`src/spc_pkg.sv`:
```
// Shared constants and types for the sector protection control block.
// Assumes a 200 MHz core clock; all timing counts derive from it here.
package spc_pkg;

   // ***************************************************************
   // Timing
   // ***************************************************************
   localparam int CLK_PERIOD_NS            = 5;    // Core clock period
   localparam int PROTECT_ASSERT_DELAY_NS  = 200;  // Longest pin-to-protect time
   localparam int PROTECT_RELEASE_DELAY_NS = 200;  // Longest pin-to-release time
   localparam int WP_FILTER_NS             = 100;  // Least stable time before a pin change counts
   // Least time rounds up to whole cycles
   localparam int WP_FILTER_CYC = (WP_FILTER_NS + CLK_PERIOD_NS - 1) / CLK_PERIOD_NS;
   // Longest times round down
   localparam int PROTECT_ASSERT_CYC  = PROTECT_ASSERT_DELAY_NS / CLK_PERIOD_NS;
   localparam int PROTECT_RELEASE_CYC = PROTECT_RELEASE_DELAY_NS / CLK_PERIOD_NS;
   localparam int FILT_CNT_W = 5;                  // Holds WP_FILTER_CYC
   localparam logic [FILT_CNT_W-1:0] FILT_LAST = FILT_CNT_W'(WP_FILTER_CYC - 1);
   localparam logic [FILT_CNT_W-1:0] FILT_ZERO = 5'h00;
   localparam logic [FILT_CNT_W-1:0] FILT_ONE  = 5'h01;

   // ***************************************************************
   // Command frames
   // ***************************************************************
   localparam int BYTE_W  = 8;
   localparam int FRAME_W = 32;                    // Four command bytes
   localparam logic [BYTE_W-1:0] CMD_BYTE0        = 8'h3D;
   localparam logic [BYTE_W-1:0] CMD_BYTE1        = 8'h2A;
   localparam logic [BYTE_W-1:0] CMD_BYTE2        = 8'h7F;
   localparam logic [BYTE_W-1:0] CMD_ENABLE_TAIL  = 8'hA9;
   localparam logic [BYTE_W-1:0] CMD_DISABLE_TAIL = 8'h9A;
   localparam logic [FRAME_W-1:0] CMD_ENABLE  = {CMD_BYTE0, CMD_BYTE1, CMD_BYTE2, CMD_ENABLE_TAIL};
   localparam logic [FRAME_W-1:0] CMD_DISABLE = {CMD_BYTE0, CMD_BYTE1, CMD_BYTE2, CMD_DISABLE_TAIL};
   localparam int BIT_CNT_W = 6;
   localparam logic [BIT_CNT_W-1:0] BITS_FRAME = 6'h20;  // Exactly 32 bits
   localparam logic [BIT_CNT_W-1:0] BITS_ZERO  = 6'h00;
   localparam logic [BIT_CNT_W-1:0] BITS_ONE   = 6'h01;

   // ***************************************************************
   // Sector protection register layout
   // ***************************************************************
   localparam int SECTORS    = 16;
   localparam int SECTOR_W   = 4;
   localparam logic [BYTE_W-1:0] PROT_MARK    = 8'hFF;  // Sectors 1..15 protected
   localparam logic [1:0]        SUB_MARK     = 2'h3;   // Sector 0 halves protected
   localparam logic [SECTOR_W-1:0] SECTOR_ZERO = 4'h0;
   localparam int SUB0A_HI = 7;
   localparam int SUB0A_LO = 6;
   localparam int SUB0B_HI = 5;
   localparam int SUB0B_LO = 4;

   // ***************************************************************
   // Pin synchroniser lanes and idle levels
   // ***************************************************************
   localparam int PIN_N    = 4;
   localparam int PIN_SCK  = 0;
   localparam int PIN_CSN  = 1;
   localparam int PIN_SI   = 2;
   localparam int PIN_WPN  = 3;
   localparam logic [PIN_N-1:0] PIN_IDLE = 4'hA;   // wp_n high, cs_n high

   // Frame receiver states
   typedef enum logic [1:0] {
      RX_IDLE  = 2'b00,   // Chip not selected
      RX_SHIFT = 2'b01,   // Collecting bits
      RX_OVER  = 2'b10    // More than one frame of bits, never a command here
   } spc_rx_e;

endpackage : spc_pkg

```
`src/spc_filt_if.sv`:
```
// Carrier between the protection core and its write-protect filter.
// Assumes the level is already synchronised to the core clock.
`timescale 1ns/100ps
interface spc_filt_if;
   import spc_pkg::*;
   logic level_in;    // Synchronised write-protect level, active low
   logic level_out;   // Filtered write-protect level, active low
   modport filt (input level_in, output level_out);
   modport user (output level_in, input level_out);
endinterface : spc_filt_if

```
`src/spc_deglitch.sv`:
```
// Noise filter for the write-protect level.
// Assumes its input is synchronous to clock; output changes only after
// the input has held a new level for WP_FILTER_CYC cycles.
`timescale 1ns/100ps
module spc_deglitch
   import spc_pkg::*;
(
   input  wire logic  clock,
   input  wire logic  nrst,
   input  wire logic  clk_en,
   spc_filt_if.filt   fif
);

   // ***************************************************************
   // Filter state
   // ***************************************************************
   logic                  out_reg;   // Filtered level
   logic                  out_next;
   logic [FILT_CNT_W-1:0] cnt_reg;   // Cycles the input has differed
   logic [FILT_CNT_W-1:0] cnt_next;

   // Next state: a differing level must persist before it is taken
   always_comb begin
      out_next = out_reg;
      cnt_next = FILT_ZERO;
      if (fif.level_in != out_reg) begin
         if (cnt_reg == FILT_LAST) begin
            out_next = fif.level_in;
         end else begin
            cnt_next = cnt_reg + FILT_ONE; // Any return to old level restarts
         end
      end
   end

   // Registers; idle level is deasserted so power-up never protects
   always_ff @(posedge clock) begin
      if (!nrst) begin
         out_reg <= 1'b1;
         cnt_reg <= FILT_ZERO;
      end else if (clk_en) begin
         out_reg <= out_next;
         cnt_reg <= cnt_next;
      end
   end

   assign fif.level_out = out_reg;
endmodule : spc_deglitch

```
`src/spc_sector_protect.sv`:
```
// Sector protection control: decodes the enable and disable protection
// frames from the serial bus, filters the write-protect pin and judges
// program and erase requests against the protection register contents.
// Assumes bus pins and the write-protect pin are asynchronous to clock,
// the serial clock is well below a quarter of clock, and the board holds
// an undriven write-protect pin high.
`timescale 1ns/100ps
module spc_sector_protect
   import spc_pkg::*;
(
   input  wire logic                clock,         // 200 MHz core clock
   input  wire logic                nrst,          // Synchronous reset, active low
   input  wire logic                clk_en,        // Freezes all state when low
   input  wire logic                sck,           // Serial clock pin
   input  wire logic                cs_n,          // Chip select pin, active low
   input  wire logic                si,            // Serial data in pin
   input  wire logic                wp_n,          // Write-protect pin, active low
   input  wire logic [SECTORS*BYTE_W-1:0] prot_bytes, // Protection register, byte 0 low
   input  wire logic                op_req,        // Program or erase request pulse
   input  wire logic [SECTOR_W-1:0] op_sector,     // Target sector
   input  wire logic                op_sub_b,      // Sector 0: second half targeted
   input  wire logic                op_spr,        // Target is the protection register
   output logic                     op_done,       // Verdict valid pulse
   output logic                     op_allowed,    // Verdict: operation may proceed
   output logic                     prot_status    // Status bit: protection active
);

   // ***************************************************************
   // Pin synchronisers
   // ***************************************************************
   logic [PIN_N-1:0] pin_s1_reg;   // First stage, read only by second stage
   logic [PIN_N-1:0] pin_s2_reg;   // Second stage, safe to use
   logic [PIN_N-1:0] pin_raw;
   logic             sck_d_reg;    // Delayed copies for edge finding
   logic             csn_d_reg;

   assign pin_raw = {wp_n, si, cs_n, sck};

   // Two flops per pin; data and clock share the delay so they stay aligned
   always_ff @(posedge clock) begin
      if (!nrst) begin
         pin_s1_reg <= PIN_IDLE;
         pin_s2_reg <= PIN_IDLE;
         sck_d_reg  <= PIN_IDLE[PIN_SCK];
         csn_d_reg  <= PIN_IDLE[PIN_CSN];
      end else if (clk_en) begin
         pin_s1_reg <= pin_raw;
         pin_s2_reg <= pin_s1_reg;
         sck_d_reg  <= pin_s2_reg[PIN_SCK];
         csn_d_reg  <= pin_s2_reg[PIN_CSN];
      end
   end

   logic sck_rise;   // Serial clock rising edge, sample point in modes 0 and 3
   logic cs_rise;    // Chip select released
   logic cs_low;
   assign sck_rise = pin_s2_reg[PIN_SCK] && !sck_d_reg;
   assign cs_rise  = pin_s2_reg[PIN_CSN] && !csn_d_reg;
   assign cs_low   = !pin_s2_reg[PIN_CSN];

   // ***************************************************************
   // Write-protect filter
   // ***************************************************************
   spc_filt_if fif ();
   assign fif.level_in = pin_s2_reg[PIN_WPN];

   spc_deglitch u_filt (
      .clock  (clock),
      .nrst   (nrst),
      .clk_en (clk_en),
      .fif    (fif.filt)
   );

   logic wp_on;      // Filtered pin asserted
   // A floating pin is pulled high, so only a driven low protects
   assign wp_on = !fif.level_out;

   // ***************************************************************
   // Frame receiver
   // ***************************************************************
   spc_rx_e              rx_reg;      // Receiver state
   spc_rx_e              rx_next;
   logic [FRAME_W-1:0]   shift_reg;   // Last bits received, newest low
   logic [FRAME_W-1:0]   shift_next;
   logic [BIT_CNT_W-1:0] bits_reg;    // Bits in this frame
   logic [BIT_CNT_W-1:0] bits_next;
   logic                 soft_reg;    // Software protection flag
   logic                 soft_next;
   logic                 frame_ok;    // Exactly one frame received

   assign frame_ok = (rx_reg == RX_SHIFT) && (bits_reg == BITS_FRAME);

   // Next state: shift on serial edges, act only on chip-select release
   always_comb begin
      rx_next    = rx_reg;
      shift_next = shift_reg;
      bits_next  = bits_reg;
      soft_next  = soft_reg;
      unique case (rx_reg)
         RX_IDLE: begin
            if (cs_low) begin
               rx_next   = RX_SHIFT;
               bits_next = BITS_ZERO;
            end
         end
         RX_SHIFT: begin
            if (cs_rise || !cs_low) begin
               rx_next = RX_IDLE;
               if (frame_ok && shift_reg == CMD_ENABLE) begin
                  soft_next = 1'b1;
               end else if (frame_ok && shift_reg == CMD_DISABLE && !wp_on) begin
                  soft_next = 1'b0;
               end
            end else if (sck_rise) begin
               shift_next = {shift_reg[FRAME_W-2:0], pin_s2_reg[PIN_SI]};
               if (bits_reg == BITS_FRAME) begin
                  rx_next = RX_OVER;  // Longer frames belong to other commands
               end else begin
                  bits_next = bits_reg + BITS_ONE;
               end
            end
         end
         RX_OVER: begin
            if (!cs_low) begin
               rx_next = RX_IDLE;
            end
         end
         default: begin
            rx_next = RX_IDLE;
         end
      endcase
   end

   // Registers; reset stands for power-up and drops software protection
   always_ff @(posedge clock) begin
      if (!nrst) begin
         rx_reg    <= RX_IDLE;
         shift_reg <= '0;
         bits_reg  <= BITS_ZERO;
         soft_reg  <= 1'b0;
      end else if (clk_en) begin
         rx_reg    <= rx_next;
         shift_reg <= shift_next;
         bits_reg  <= bits_next;
         soft_reg  <= soft_next;
      end
   end

   // ***************************************************************
   // Protection verdict
   // ***************************************************************
   logic                  prot_active;  // Effective protection
   logic [BYTE_W-1:0]     sel_byte;     // Protection byte of target sector
   logic                  marked;       // Target sector is marked
   logic                  deny;
   logic                  status_reg;
   logic                  status_next;
   logic                  done_reg;
   logic                  done_next;
   logic                  allow_reg;
   logic                  allow_next;

   // The pin can only add protection; it never clears the software flag
   assign prot_active = soft_reg || wp_on;
   assign sel_byte    = prot_bytes[op_sector*BYTE_W +: BYTE_W];

   // Decode the marking; values other than the documented ones protect nothing
   always_comb begin
      if (op_sector == SECTOR_ZERO) begin
         marked = op_sub_b ? (sel_byte[SUB0B_HI:SUB0B_LO] == SUB_MARK)
                           : (sel_byte[SUB0A_HI:SUB0A_LO] == SUB_MARK);
      end else begin
         marked = (sel_byte == PROT_MARK);
      end
      // Register is locked only by the pin; sectors by either method
      deny = op_spr ? wp_on : (prot_active && marked);
   end

   // Next verdict and status
   always_comb begin
      status_next = prot_active;
      done_next   = op_req;
      allow_next  = allow_reg;
      if (op_req) begin
         allow_next = !deny;
      end
   end

   // Verdict and status flops; outputs come straight from them
   always_ff @(posedge clock) begin
      if (!nrst) begin
         status_reg <= 1'b0;
         done_reg   <= 1'b0;
         allow_reg  <= 1'b0;
      end else if (clk_en) begin
         status_reg <= status_next;
         done_reg   <= done_next;
         allow_reg  <= allow_next;
      end
   end

   assign prot_status = status_reg;
   assign op_done     = done_reg;
   assign op_allowed  = allow_reg;
endmodule : spc_sector_protect

```
`config.mk`:
```
export PLATFORM = sky130hd
export DESIGN_NAME = spc_sector_protect
export DESIGN_NICKNAME = d
export VERILOG_FILES = /design/src/spc_pkg.sv /design/src/spc_filt_if.sv /design/src/spc_deglitch.sv /design/src/spc_sector_protect.sv
export SDC_FILE = /design/constraint.sdc
export NUM_CORES = 1
export LEC_CHECK = 0
export BUFFER_PORTS_ARGS = -buffer_cell sky130_fd_sc_hd__buf_2
export CAP_MARGIN = 0
export CORE_MARGIN = 2
export CORE_UTILIZATION = 50
export DETAILED_ROUTE_END_ITERATION = 16
export HOLD_SLACK_MARGIN = 0.15
export PLACE_DENSITY = 0.84
export SLEW_MARGIN = 20
export SYNTH_ARGS = -nofsm -noshare
export SYNTH_HDL_FRONTEND = slang
export SYNTH_SLANG_ARGS = --single-unit
```
`constraint.sdc`:
```
create_clock -name clock -period 2.6 [get_ports clock]
set_input_delay 0.13 -clock clock [delete_from_list [all_inputs] [get_ports clock]]
set_output_delay 0.13 -clock clock [all_outputs]
set_load 0.01 [all_outputs]
```
==> impl_metrics.env, run 1 <==
export IMPL_outcome="finished clean"
export IMPL_synth_seq_cells=59
export IMPL_synth_common_cells="nand2_1, dfxtp_1, a21boi_0"
export IMPL_crit_required_ps=2860
export IMPL_multi_input_area_um2=1890
export IMPL_coreArea_um2=6280
export IMPL_initial_core_util_pct=51.0
export IMPL_synthArstFlopShare_pct=0
export IMPL_synth_cells=394
export IMPL_p_leak_nw=1.73
export IMPL_cts_buffers=9
export IMPL_synth_area_per_cell_um2=8.12
export IMPL_worst_setup_path_type="flip-flop to flip-flop"
export IMPL_post_cts_buffers=0
export IMPL_rows=29
export IMPL_first_pass_iters=4
export IMPL_drive_gt1_share_pct=32.1
export IMPL_reg2reg_to="soft_reg"
export IMPL_tightest_slew_ps=462
export IMPL_peakVddDrop_mv=0.411
export IMPL_r2r_slack_ps=620
export IMPL_clk_pin_slew_ps=60
export IMPL_cts_path_max_buffers=2
export IMPL_cpLargestDelayFamily="simple AND/OR/NAND/NOR gates"
export IMPL_gp_congestion=0.884
export IMPL_slew_violations=0
export IMPL_worstPathBufferInverterCount=0
export IMPL_regArea_um2=1180
export IMPL_hold_path_class="primary input to flip-flop"
export IMPL_drt_initial_drc_count=133
export IMPL_fill_cells=492
export IMPL_io_buffers=140
export IMPL_hold_viol_final=0
export IMPL_syn_num_nets=539
export IMPL_syn_to_final_growth_pct=30.2
export IMPL_antenna_found_initial=0
export IMPL_synth_cell_types=59
export IMPL_clk_latency_ps=330
export IMPL_synth_seq_area_share_pct=36.9
export IMPL_hold_start="nrst"
export IMPL_synth_top_cell_area_share_pct=36.9
export IMPL_grt_pass1_vias=3267
export IMPL_finalCritPeriodShare_pct=76.0
export IMPL_finalWirelength_um=8570
export IMPL_synthMostInstantiatedCell="nand2_1"
export IMPL_die_x_um=84.0
export IMPL_gr_usage_all_layers_pct=24.8
export IMPL_largest_reg_flops=32
export IMPL_num_vias=3349
export IMPL_ys_warn_count=0
export IMPL_root_buffer="clkbuf_8"
export IMPL_rsz0062_at_grt="no"
export IMPL_clkSinkCount=59
export IMPL_reg2reg_depth=5
export IMPL_setup_viol=0
export IMPL_hold_ws_ps=221
export IMPL_synth_main_ff_cell="dfxtp_1"
export IMPL_synth_area_leader_cell="dfxtp_1"
export IMPL_cap_viol_max_count=0
export IMPL_critPathLaunchType="flip-flop"
export IMPL_fin_skew_ps=7.40
export IMPL_drc=0
export IMPL_synth_edf_count=0
export IMPL_cts_tree="yes"
export IMPL_grt_max_degree=33
export IMPL_overflow=0
export IMPL_ant_nets=0
export IMPL_diodes=0
export IMPL_rr_startpoint="rx_reg[0]"
export IMPL_crit_fanout=8
export IMPL_power_density_nw_per_um2=483
export IMPL_dieArea_um2=7050
export IMPL_cp_slowest_cell="dfxtp_1"
export IMPL_fmax_ghz=0.506
export IMPL_critPathMaxStageDelay_ps=520
export IMPL_holdPathStages=2
export IMPL_die_height_um=84.0
export IMPL_grt_pass1_wl_um=14200
export IMPL_tns_ps=0
export IMPL_whs_endpoint="rx_reg[0]"
export IMPL_worstPathCellList="nand4b_1 > nor4_1 > nand4_1 > or4_1 > a21boi_1"
export IMPL_wire_per_inst_um=14.0
export IMPL_min_period_ps=1980
export IMPL_netlist_area_um2=3200
export IMPL_critPathArrivalTime_ps=2230
export IMPL_fin_nets=677
export IMPL_endpoint_kind="flip-flop"
export IMPL_hpwl_um=6630
export IMPL_io_pins=145
export IMPL_max_slew_margin_rel_pct=68.9
export IMPL_vias_per_cell=5.46
export IMPL_cts_htree_levels=3
export IMPL_yosys_top_cells_area="dfxtp_1, nand2_1, a21boi_0"
[per-stage QoR]
step | power [W] | setup WS [ps] | instances | cell area, um^2 | util, %
global route | 0.00209 | 539 | 613 | 4170 | 66.4
floorplan | 0.00107 | 899 | 394 | 3200 | -
global placement | 0.00120 | 746 | 593 | 3920 | 62.5
finish | 0.00201 | 623 | 613 | 4170 | 66.4
CTS | 0.00203 | 677 | 613 | 4170 | 66.4
detailed placement | 0.00120 | 743 | 593 | 3920 | 62.5
[cell families after synthesis]
family | Yosys count | synth area share [%]
multiplexers | 11 | 3.83
AO/OA/AOI/OAI | 91 | 21.0
XOR/XNOR | 9 | 2.46
buffers and inverters | 28 | 3.99
flip-flops | 59 | 36.9
AND/OR/NAND/NOR | 193 | 30.7
adder cells (fa/ha/maj) | 3 | 1.17
[cell type report]
class	instances	area share, %
Clock inverter	2	0.841
Inverter	6	0.541
Multi-Input combinational cell	307	45.4
Tap cell	77	2.31
Clock buffer	13	3.81
Sequential cell	59	28.4
Timing Repair Buffer	149	18.7
[cells in the final DEF, fill, tap and decap left out, types with 7 or more instances in the layout]
cell | netlist | routed
a21oi_1 | 15 | 15
mux2i_1 | 10 | 10
nand4_1 | 22 | 22
nor2_1 | 14 | 14
a21boi_0 | 34 | 34
nand3_1 | 8 | 8
dfxtp_1 | 59 | 59
nand2_1 | 103 | 103
nor2b_1 | 7 | 7
o211ai_1 | 8 | 8
buf_2 | 6 | 140
clkbuf_8 | 0 | 11
[worst max path at each step]
| stage | cells after the start | endpoint | slack, ps | start |
|---|---|---|---|---|
| 2_1_floorplan | 7 | bits_reg[5] | 900 | bits_reg[0] |
| 4_1_cts | 5 | soft_reg | 680 | rx_reg[0] |
| 3_3_place_gp | 7 | op_allowed | 750 | op_sector[1] |
| 3_5_place_dp | 5 | op_allowed | 740 | clk_en |
| 5_1_grt | 5 | soft_reg | 540 | rx_reg[0] |
| 6_report | 5 | soft_reg | 620 | rx_reg[0] |
[power by group]
| group | leakage [nW] | internal [W] | total, W | switching (W) |
|---|---|---|---|---|
| clock | 0.0995 | 0.000489 | 0.000820 | 0.000331 |
| combinational | 1.16 | 0.000141 | 0.000264 | 0.000123 |
| sequential | 0.477 | 0.000917 | 0.000927 | 0.0000101 |
[layer usage]
metal	routed length [um]	global-route usage [%]	vias to the layer above	share of wire, %
met5	0	0	-	0
met1	3350	27.4	1525	39
met4	246	12.3	0	2.9
li1	-	-	1685	-
met2	4410	44.5	119	52
met3	555	5.54	20	6.5
[timing repair]
| item | 4_1_cts | 5_1_grt |
|---|---|---|
| setup endpoints to repair | 0 | 0 |
| gates resized for setup | 0 | 0 |
| hold buffers | 5 | 0 |
| hold endpoints to repair | 5 | 0 |
No activity file was read; power rests on OpenSTA's default activity.
==> run 2, diff against run 1 <==
- CORE_UTILIZATION: 50 -> 43
- PLACE_DENSITY: 0.84 -> 0.77
- clock period: 2.6 -> 1.7 ns (I/O delays scaled with it)
==> run 2 against run 1 <==
  * Combinational power grew 61%
  * Setup slack got worse by 580 ps
  * Critical path depth rose by 1
  * Register-to-register slack got worse by 580 ps
  * Clock power rose by 39%
  * Sequential cell count did not move
  * Die area up 15%
  * Core utilization down 5.3 points
  * Critical path type unchanged
  * Largest cell class unchanged
==> impl_metrics.env, run 2 (synthesis gave the netlist of run 1 again) <==
export IMPL_outcome="finished clean"
export IMPL_worst_setup_path_type="flip-flop to flip-flop"
export IMPL_die_height_um=90.3
export IMPL_worst_slack_ps=44.3
export IMPL_gr_usage_met3_pct=4.59
export IMPL_finalWirelength_um=8590
export IMPL_finalCritPeriodShare_pct=97.4
export IMPL_cts_buffers=9
export IMPL_tightest_slew_ps=456
export IMPL_syn_to_final_growth_pct=37.7
export IMPL_top_usage_layer="met2"
export IMPL_cts_path_max_buffers=2
export IMPL_ant_nets=0
export IMPL_critPathArrivalTime_ps=1920
export IMPL_hold_viol_final=0
export IMPL_root_buffer="clkbuf_8"
export IMPL_fin_nets=698
export IMPL_grtUsageMet1_pct=24.1
export IMPL_hpwl_um=6600
export IMPL_tns_ps=0
export IMPL_largest_reg_flops=32
export IMPL_rows=31
export IMPL_io_pins=145
export IMPL_diodes=0
export IMPL_setup_viol=0
export IMPL_final_cell_mix="buf_2, nand2_1, dfxtp_1"
export IMPL_drive_gt1_share_pct=36.3
export IMPL_cts_tree="yes"
export IMPL_cap_viol_max_count=0
export IMPL_final_common_cell="buf_2"
export IMPL_rsz0062_at_grt="yes"
export IMPL_clk_latency_ps=330
export IMPL_fill_cells=654
export IMPL_power_density_nw_per_um2=676
export IMPL_initial_core_util_pct=44.3
export IMPL_critPathLaunchType="flip-flop"
export IMPL_dp_slack_ps=-45.6
export IMPL_coreArea_um2=7210
export IMPL_clk_pin_slew_ps=60
export IMPL_drt_initial_drc_count=146
export IMPL_vias_per_cell=5.17
export IMPL_peakVddDrop_mv=0.301
export IMPL_drc=0
export IMPL_io_buffers=140
export IMPL_fin_skew_ps=6.63
export IMPL_gp_congestion=0.882
export IMPL_grt_pass1_vias=3318
export IMPL_crit_fanout=2
export IMPL_regArea_um2=1190
export IMPL_met2_usage_pct=37.4
export IMPL_r2r_slack_ps=40
export IMPL_clkSinkCount=59
export IMPL_final_area_um2=4410
export IMPL_overflow=0
export IMPL_antenna_found_initial=0
export IMPL_wire_per_inst_um=13.1
export IMPL_place_area_um2=4100
export IMPL_grt_pass1_wl_um=14000
export IMPL_cts_htree_levels=3
export IMPL_crit_required_ps=1970
export IMPL_grt_max_degree=51
export IMPL_hold_path_class="primary input to flip-flop"
export IMPL_slew_violations=0
export IMPL_max_slew_margin_rel_pct=69.4
export IMPL_endpoint_kind="flip-flop"
export IMPL_p_leak_nw=1.85
export IMPL_dieArea_um2=8150
export IMPL_fmax_ghz=0.604
export IMPL_multi_input_area_um2=1940
export IMPL_first_pass_iters=4
export IMPL_min_period_ps=1660
export IMPL_total_power_w=0.00298
export IMPL_die_x_um=90.3
export IMPL_gr_usage_all_layers_pct=20.9
export IMPL_num_vias=3390
## run 2: final timing paths
kind	from	cells after the start	to
worst min-delay path	nrst	3	pin_s2_reg[3]
worst max-delay path	bits_reg[3]	6	soft_reg
worst max register to register	bits_reg[3]	6	soft_reg
worst min register to register	shift_reg[2]	2	shift_reg[3]
## run 2: final cells by class
cell class / instances / share of cell area (%)
multi-input combinational: 307 / 44.0
timing repair buffer: 170 / 21.7
clock inverter: 2 / 0.227
inverter: 6 / 0.511
tap: 99 / 2.81
clock buffer: 13 / 3.83
sequential: 59 / 26.9
## run 2: report_power, final
| group | switching, W | internal, W | leakage (nW) |
|---|---|---|---|
| Sequential | 0.0000126 | 0.00140 | 0.479 |
| Clock | 0.000501 | 0.000635 | 0.0953 |
| Combinational | 0.000191 | 0.000235 | 1.28 |
| Total | 0.000705 | 0.00227 | 1.85 |
## run 2: stage by stage
step                      hold WS [ps]  std cells  utilization (%)
final                              242        656             61.1
after global routing               263        656             61.1
after CTS                          240        656             60.3
after detailed placement           308        633             56.8
after global placement             303        633             56.8
after floorplan                    213        394                -
## run 2: what timing repair did
action,4_1_cts,5_1_grt
gates resized for setup,0,15
setup buffers,1,0
endpoints found under the hold margin,5,0
hold buffers,7,0
pin swaps,5,5
endpoints found under the setup margin,1,5
## run 2: worst max-delay path, stage by stage (launching register included)
cell      delay, ps
dfxtp_2         330
nor4b_4         310
nand2_1         120
nor2_2          140
nand4_1         120
or4_1           430
a21boi_1        140
## run 2: per-layer routing
layer	wire length [um]	vias to the layer above
li1	-	1719
met1	3530	1551
met2	4500	107
met3	383	13
met4	171	0
met5	0	-
